File: config.mk
export PLATFORM = sky130hd
export DESIGN_NAME = phy_status_autoneg_regs
export DESIGN_NICKNAME = d
export VERILOG_FILES = /design/src/rtl/phy_regs_pkg.sv /design/src/rtl/latch_if.sv /design/src/rtl/status_latch.sv /design/src/rtl/pause_resolve.sv /design/src/rtl/phy_status_autoneg_regs.sv
export SDC_FILE = /design/constraint.sdc
export NUM_CORES = 1
export LEC_CHECK = 0
export ABC_CLOCK_PERIOD_IN_PS = 1300
export BUFFER_PORTS_ARGS = -buffer_cell sky130_fd_sc_hd__buf_2
export CAP_MARGIN = 20
export CORE_UTILIZATION = 45
export CTS_CLUSTER_SIZE = 14
export DETAILED_ROUTE_END_ITERATION = 10
export PLACE_DENSITY = 0.77
export SYNTH_ARGS = -nofsm -noshare
export SYNTH_HDL_FRONTEND = slang
export SYNTH_SLANG_ARGS = --single-unit
File: constraint.sdc
create_clock -name clock -period 1.3 [get_ports clock]
set_input_delay 0.13 -clock clock [delete_from_list [all_inputs] [get_ports clock]]
set_output_delay 0.13 -clock clock [all_outputs]
set_load 0.02 [all_outputs]
File: src/rtl/phy_regs_pkg.sv
`default_nettype none
package phy_regs_pkg;
    // Register indexes on the management access path.
    localparam logic [4:0] IDX_BASIC_STATUS = 5'h01;
    localparam logic [4:0] IDX_ID_HIGH      = 5'h02;
    localparam logic [4:0] IDX_ID_LOW       = 5'h03;
    localparam logic [4:0] IDX_ADVERTISE    = 5'h04;
    localparam logic [4:0] IDX_PARTNER      = 5'h05;

    localparam int REG_W = 16;

    // Basic status bit positions.
    localparam int STS_AN_DONE = 5;
    localparam int STS_RFAULT  = 4;
    localparam int STS_LINK    = 2;
    localparam int STS_JABBER  = 1;
    // T4 clear, four speed/duplex abilities, negotiation able and extended registers set.
    localparam logic [15:0] STATUS_FIXED = 16'h7809;
    localparam logic [15:0] STATUS_FIXED_MASK = 16'hf809;

    // Advertisement and partner ability bit positions.
    localparam int ADV_RFAULT  = 13;
    localparam int ADV_PAUSE_H = 11;
    localparam int ADV_PAUSE_L = 10;
    localparam int ADV_TX_FD   = 8;
    localparam int ADV_TX      = 7;
    localparam int ADV_10_FD   = 6;
    localparam int ADV_10      = 5;
    localparam int SEL_H       = 4;
    localparam int LP_NEXTPAGE = 15;
    localparam int LP_ACK      = 14;

    localparam logic [15:0] ADV_WR_MASK  = 16'h2dff;
    localparam logic [15:0] PARTNER_MASK = 16'h2fff;
    localparam logic [4:0]  SELECTOR_8023 = 5'h01;

    // Pause field encodings.
    localparam logic [1:0] PAUSE_NONE = 2'h0;
    localparam logic [1:0] PAUSE_SYM  = 2'h1;
    localparam logic [1:0] PAUSE_ASYM = 2'h2;
    localparam logic [1:0] PAUSE_BOTH = 2'h3;

    // Identifier field layout in the low identifier register.
    localparam int ID_OUI_L = 10;
    localparam int ID_MODEL_L = 4;
endpackage
`default_nettype wire

File: src/rtl/latch_if.sv
`default_nettype none
interface latch_if;
    logic cond;
    logic clear;
    logic shown;
    modport owner (input cond, input clear, output shown);
    modport user  (output cond, output clear, input shown);
endinterface
`default_nettype wire

File: src/rtl/status_latch.sv
`default_nettype none
module status_latch #(
    parameter bit LATCH_LOW = 1'b0
) (
    input  wire logic clock,
    input  wire logic rst,
    latch_if.owner    lat
);
    typedef struct packed {
        logic shown;
    } latch_state_t;

    latch_state_t s_q;
    latch_state_t s_d;

    // A read reloads the bit from the live condition; an event in that same cycle still wins.
    always_comb begin
        s_d = s_q;
        if (LATCH_LOW) begin
            s_d.shown = lat.cond & (lat.clear | s_q.shown);
        end else begin
            s_d.shown = lat.cond | (~lat.clear & s_q.shown);
        end
    end

    always_ff @(posedge clock) begin
        if (rst) begin
            s_q <= '0;
        end else begin
            s_q <= s_d;
        end
    end

    assign lat.shown = s_q.shown;
endmodule
`default_nettype wire

File: src/rtl/pause_resolve.sv
`default_nettype none
module pause_resolve (
    input  wire logic       clock,
    input  wire logic       rst,
    input  wire logic       an_complete,
    input  wire logic [1:0] adv_pause,
    input  wire logic [1:0] partner_pause,
    output logic      [1:0] pause_mode
);
    typedef struct packed {
        logic [1:0] mode;
    } pause_state_t;

    pause_state_t s_q;
    pause_state_t s_d;

    // Symmetric is preferred when both are offered, since it lets both ends throttle each other.
    always_comb begin
        s_d = s_q;
        if (!an_complete) begin
            s_d.mode = phy_regs_pkg::PAUSE_NONE;
        end else if (adv_pause == phy_regs_pkg::PAUSE_BOTH) begin
            if (partner_pause[0]) begin
                s_d.mode = phy_regs_pkg::PAUSE_SYM;
            end else if (partner_pause[1]) begin
                s_d.mode = phy_regs_pkg::PAUSE_ASYM;
            end else begin
                s_d.mode = phy_regs_pkg::PAUSE_NONE;
            end
        end else begin
            s_d.mode = adv_pause;
        end
    end

    always_ff @(posedge clock) begin
        if (rst) begin
            s_q <= '0;
        end else begin
            s_q <= s_d;
        end
    end

    assign pause_mode = s_q.mode;
endmodule
`default_nettype wire

File: src/rtl/phy_status_autoneg_regs.sv
`default_nettype none
module phy_status_autoneg_regs #(
    parameter logic [15:0] OUI_HIGH = 16'h1357, // Arbitrary value.
    parameter logic [5:0]  OUI_LOW  = 6'h2a,    // Arbitrary value.
    parameter logic [5:0]  MODEL    = 6'h05,    // Arbitrary value.
    parameter logic [3:0]  REVISION = 4'h1      // Arbitrary value.
) (
    input  wire logic        clock,
    input  wire logic        rst,
    input  wire logic [4:0]  reg_index,
    input  wire logic        rd_req,
    input  wire logic        wr_req,
    input  wire logic [15:0] wr_data,
    output logic      [15:0] rd_data_q,
    output logic             ack_q,
    input  wire logic        link_up,
    input  wire logic        remote_fault,
    input  wire logic        jabber,
    input  wire logic        an_complete,
    input  wire logic        partner_valid,
    input  wire logic [15:0] partner_word,
    input  wire logic        speed_sel_pin,
    output logic      [15:0] adv_word,
    output logic      [1:0]  pause_mode
);
    typedef struct packed {
        logic        strap_s1;
        logic        strap_s2;
        logic [15:0] adv;
        logic [15:0] partner;
        logic [15:0] rd_data;
        logic        ack;
    } regs_state_t;

    regs_state_t s_q;
    regs_state_t s_d;

    latch_if rfault_if ();
    latch_if link_if ();
    latch_if jabber_if ();

    logic status_read;
    logic adv_write;

    // Advertisement value taken on reset; the strap decides the three speed-dependent abilities.
    function automatic logic [15:0] adv_reset(input logic strap);
        logic [15:0] v;
        v = '0;
        v[phy_regs_pkg::ADV_PAUSE_H:phy_regs_pkg::ADV_PAUSE_L] = phy_regs_pkg::PAUSE_NONE;
        v[phy_regs_pkg::ADV_TX] = 1'b1;
        v[phy_regs_pkg::ADV_TX_FD] = strap;
        v[phy_regs_pkg::ADV_10_FD] = strap;
        v[phy_regs_pkg::ADV_10] = strap;
        v[phy_regs_pkg::SEL_H:0] = phy_regs_pkg::SELECTOR_8023;
        return v;
    endfunction

    // Bits 10 to 6 of the status word are reserved and must read zero.
    localparam logic [15:0] STATUS_RSVD = 16'h07c0;

    // Partner value taken on reset: nothing learnt yet, selector already reads 802.3.
    function automatic logic [15:0] partner_reset();
        logic [15:0] v;
        v = '0;
        v[phy_regs_pkg::SEL_H:0] = phy_regs_pkg::SELECTOR_8023;
        return v;
    endfunction

    // Composes the word returned for one index; unknown indexes read zero.
    function automatic logic [15:0] read_word(
        input logic [4:0]  idx,
        input logic [15:0] adv,
        input logic [15:0] partner,
        input logic        an_done,
        input logic        rf,
        input logic        lnk,
        input logic        jab
    );
        logic [15:0] v;
        v = '0;
        if (idx == phy_regs_pkg::IDX_BASIC_STATUS) begin
            v = phy_regs_pkg::STATUS_FIXED;
            v[phy_regs_pkg::STS_AN_DONE] = an_done;
            v[phy_regs_pkg::STS_RFAULT] = rf;
            v[phy_regs_pkg::STS_LINK] = lnk;
            v[phy_regs_pkg::STS_JABBER] = jab;
        end else if (idx == phy_regs_pkg::IDX_ID_HIGH) begin
            v = OUI_HIGH;
        end else if (idx == phy_regs_pkg::IDX_ID_LOW) begin
            v = {OUI_LOW, MODEL, REVISION};
        end else if (idx == phy_regs_pkg::IDX_ADVERTISE) begin
            v = adv & phy_regs_pkg::ADV_WR_MASK;
        end else if (idx == phy_regs_pkg::IDX_PARTNER) begin
            v = partner & phy_regs_pkg::PARTNER_MASK;
        end else begin
            v = '0;
        end
        return v;
    endfunction

    // The host path is indexed, so every access names one register by its index.
    assign status_read = rd_req && (reg_index == phy_regs_pkg::IDX_BASIC_STATUS);
    assign adv_write = wr_req && !rd_req && (reg_index == phy_regs_pkg::IDX_ADVERTISE);

    assign rfault_if.cond  = remote_fault;
    assign rfault_if.clear = status_read;
    assign link_if.cond    = link_up;
    assign link_if.clear   = status_read;
    assign jabber_if.cond  = jabber;
    assign jabber_if.clear = status_read;

    status_latch #(
        .LATCH_LOW (1'b0)
    ) u_rfault (
        .clock (clock),
        .rst   (rst),
        .lat   (rfault_if.owner)
    );

    status_latch #(
        .LATCH_LOW (1'b1)
    ) u_link (
        .clock (clock),
        .rst   (rst),
        .lat   (link_if.owner)
    );

    status_latch #(
        .LATCH_LOW (1'b0)
    ) u_jabber (
        .clock (clock),
        .rst   (rst),
        .lat   (jabber_if.owner)
    );

    pause_resolve u_pause (
        .clock         (clock),
        .rst           (rst),
        .an_complete   (an_complete),
        .adv_pause     (s_q.adv[phy_regs_pkg::ADV_PAUSE_H:phy_regs_pkg::ADV_PAUSE_L]),
        .partner_pause (s_q.partner[phy_regs_pkg::ADV_PAUSE_H:phy_regs_pkg::ADV_PAUSE_L]),
        .pause_mode    (pause_mode)
    );

    always_comb begin
        s_d = s_q;
        s_d.strap_s1 = speed_sel_pin;
        s_d.strap_s2 = s_q.strap_s1;
        s_d.ack = rd_req || wr_req;
        if (rd_req) begin
            s_d.rd_data = read_word(reg_index, s_q.adv, s_q.partner, an_complete,
                                    rfault_if.shown, link_if.shown, jabber_if.shown);
        end
        // Reserved and read-only bits are dropped by the mask, so a write cannot reach them.
        if (adv_write) begin
            s_d.adv = wr_data & phy_regs_pkg::ADV_WR_MASK;
        end
        // Next page and acknowledge are never kept: next page exchange is not supported.
        if (partner_valid) begin
            s_d.partner = partner_word & phy_regs_pkg::PARTNER_MASK;
        end
    end

    // The strap synchroniser keeps shifting during reset, so reset must last three edges.
    always_ff @(posedge clock) begin
        if (rst) begin
            s_q.strap_s1 <= s_d.strap_s1;
            s_q.strap_s2 <= s_d.strap_s2;
            s_q.adv <= adv_reset(s_q.strap_s2);
            s_q.partner <= partner_reset();
            s_q.rd_data <= '0;
            s_q.ack <= 1'b0;
        end else begin
            s_q <= s_d;
        end
    end

    assign rd_data_q = s_q.rd_data;
    assign ack_q = s_q.ack;
    assign adv_word = s_q.adv;
endmodule
`default_nettype wire

==> impl_results.md <==
* Pwr dens at 1090 nW/um^2
* Asr flop ratio synth at 0%
* HPWL after detailed placement at 4060 um
* Row count at 25
* H-Tree Depth at 2
* IO Pins at 82
* ANT cells at 0
* # setup viols final at 0
* Max Cap Violations at 0
* Ys Warns at 0
* Post-route setup slack at 0.197 ns
* Top cells by area, synth: dfxtp_1, buf_4, mux2i_1, nor2_1, edfxtp_1
* Minimum clock period at 1.10 ns
* Flop pwr share at 52.8%
* Crit Reg-Reg Endpoint: rd_data_q[6]
* Grt total ovfl at 0
* Via count at 1938
* Worst VDD drop at 546 uV
* Final GP Congestion at 0.795
* Clock Tree Buf Depth at 2
* Hold Fails Final Rpt at 0
* Max incr delay on CP at 0.38 ns
* Reg2reg start: adv_word[6]
* Clock sink total at 49
* Worst Path Required at 1.50 ns
* First-pass GRT wire length at 8420 um
* Static Leak at 1.29 nW
* TritonCTS buffer count at 5
* Crit path DAT at 1.30 ns
* Horiz. Die Dim at 74.3 um
* Post-synth EDFFs at 3
* Crit path max fanout at 2
* Status: completed
* R2R setup slack at 0.20 ns
* Avg WL per Cell at 14.1 um
* CORE AREA at 4880 um^2
* Switching pwr at 0.790 mW
* Flip-flop and latch count after synthesis at 49
* Clock-pin transition on the worst setup and hold timing paths at 0.09 ns
* Number of port buffers at 70
* Net Sw Frac at 26.0%
* Reg2Reg Depth at 3
* Clock power share at 33.9%
* Hold buffers post-CTS at 1
* Synthesized netlist cell count at 257
* Clock Skews at 0.00559 ns
* Final Max Tran Viols at 0
* WS Path Type: reg -> reg
* Mapped cell area at 2350 um^2
* Synth Flop Type: dfxtp_1
* Layout filler cell count at 467
* Die Span Y at 74.3 um
* Layout cells sized above 1 at 36.2%
* Crit end category: flop
* Most frequent cell after synthesis: dfxtp_1
* Placed Cells at 373
* Syn_area_per_cell at 9.16 um^2
* Internal power at 2.25 mW
* Vias in the first global route at 1774
* Hold Crit Start: link_up
* Unique masters post-synth at 47
* Logic gate share of total power at 13.3%
* DRT Pass-1 Iters at 4
* Critical path buffers and inverters at 0
* Fmax at 906 MHz
* Synth top area share at 39.1%
* Detailed Route Iter0 Violations at 95
* Synth cell count leaders: dfxtp_1, buf_4, nor2_1
* Tcrit/Tclk final at 84.9%
* CP Launch Type: flop
* CTS tree: done
* Worst-Skew Late Latency at 0.31 ns
* Hold crit path type: in -> reg
* Hold Path Cell Cnt at 2
* P&R area growth vs syn at 18.7%
* Final wirelength at 5380 um
* CP delay by family, top: flip-flops
* Initial antenna violation count at 0
* Post-CTS Setup Inserts at 0
* Post-DRT Antenna Nets at 0
* Post-synth top area cell: dfxtp_1
* Initial Utilization at 48.2%
* Pre-CTS setup slack at -0.0954 ns
* Sequential share of the synthesized area at 43.0%
* RSZ-0062 raised after global routing: no
* Root buffer cell: clkbuf_8
* Hold Path Sink: u_link.lat.shown
* Largest net degree at the start of global routing at 24
* Crit path max-delay cell type: edfxtp_1
* Overall Global Routing Usage at 20.7%
* Nets at 361
* Post-route DRC at 0
* Crit-path cells: mux2_2 -> a21oi_1 -> a2111oi_2
* PostCTS Resize Cnt at 0
* Post-DR vias/cell at 5.07
* Die area at 5520 um^2
* Finished Layout Cells at 382
state kept, by name, summed over array words and instances, names as in the netlist:
| name | cells |
|---|---|
| adv_word | 12 |
| ack_q | 1 |
| s_d | 1 |
| rd_data_q | 16 |
| u_jabber.lat.shown | 1 |
| u_pause.pause_mode | 2 |
| s_q | 14 |
| u_rfault.lat.shown | 1 |
| u_link.lat.shown | 1 |
layout make-up:
cell class | count | area [um^2] | area share, %
clock inverters | 1 | 8.76 | 0.313
inverters | 7 | 26.3 | 0.940
well taps | 67 | 83.8 | 3.00
clock buffers | 7 | 96.3 | 3.45
multi-input cells | 154 | 1000 | 35.8
repair buffers | 97 | 568 | 20.3
flip-flops and latches | 49 | 1010 | 36.2
routing by layer:
| layer | up-vias | track usage [%] | wire length, um |
|---|---|---|---|
| li1 | 972 | - | - |
| met5 | - | 0 | 0 |
| met4 | 0 | 8.18 | 75 |
| met1 | 887 | 27.6 | 2490 |
| met3 | 6 | 4.61 | 285 |
| met2 | 73 | 32.8 | 2530 |
worst max path at each step:
stage                       from      endpoint  depth (start not counted)
floorplan           reg_index[2]   adv_word[6]                          4
global placement    reg_index[2]  rd_data_q[1]                          5
detailed placement  reg_index[2]  rd_data_q[1]                          5
CTS                  adv_word[6]  rd_data_q[6]                          3
global route         adv_word[6]  rd_data_q[6]                          3
finish               adv_word[6]  rd_data_q[6]                          3
power groups by stage:
stage	clock (mW)	sequential, mW	combinational, mW
3_5_place_dp	0	1.64	0.401
5_1_grt	1.11	1.61	0.442
2_1_floorplan	0	1.63	0.272
6_report	1.03	1.60	0.405
3_3_place_gp	0	1.64	0.393
4_1_cts	1.05	1.60	0.405
cells by family (layout without fill, tap and decap cells):
logic type,count (synthesis),in the layout,synth area share (%)
mux,21,21,9.25
xor+xnor,1,1,0.372
compound gates,52,52,15.3
other cells,1,4,0.159
simple gates,76,76,17.0
buf+inv,57,112,15.0
flops,49,49,43.0
layout by cell type, fill, tap and decap left out, types with 4 or more instances in the layout:
cell,count
o21ai_1,9
and3_1,5
a21oi_1,15
conb_1,4
clkbuf_8,7
inv_1,6
dfxtp_1,46
nand2b_1,4
a311oi_1,4
buf_4,25
nand2_1,11
nand3_1,12
mux2i_1,15
nor2_1,29
buf_2,70
through the flow:
step                power, mW  setup TNS (ns)  instance area, um^2  utilization (%)  hold slack, ns
floorplan                1.90               0                 2360                -           0.158
global route             3.16               0                 2790             57.3          0.0408
finish                   3.04               0                 2790             57.3          0.0413
global placement         2.03          -0.525                 2680             54.9           0.234
detailed placement       2.04          -0.956                 2680             54.9           0.236
CTS                      3.06               0                 2790             57.3          0.0293
(Power assumes the default switching activity.)
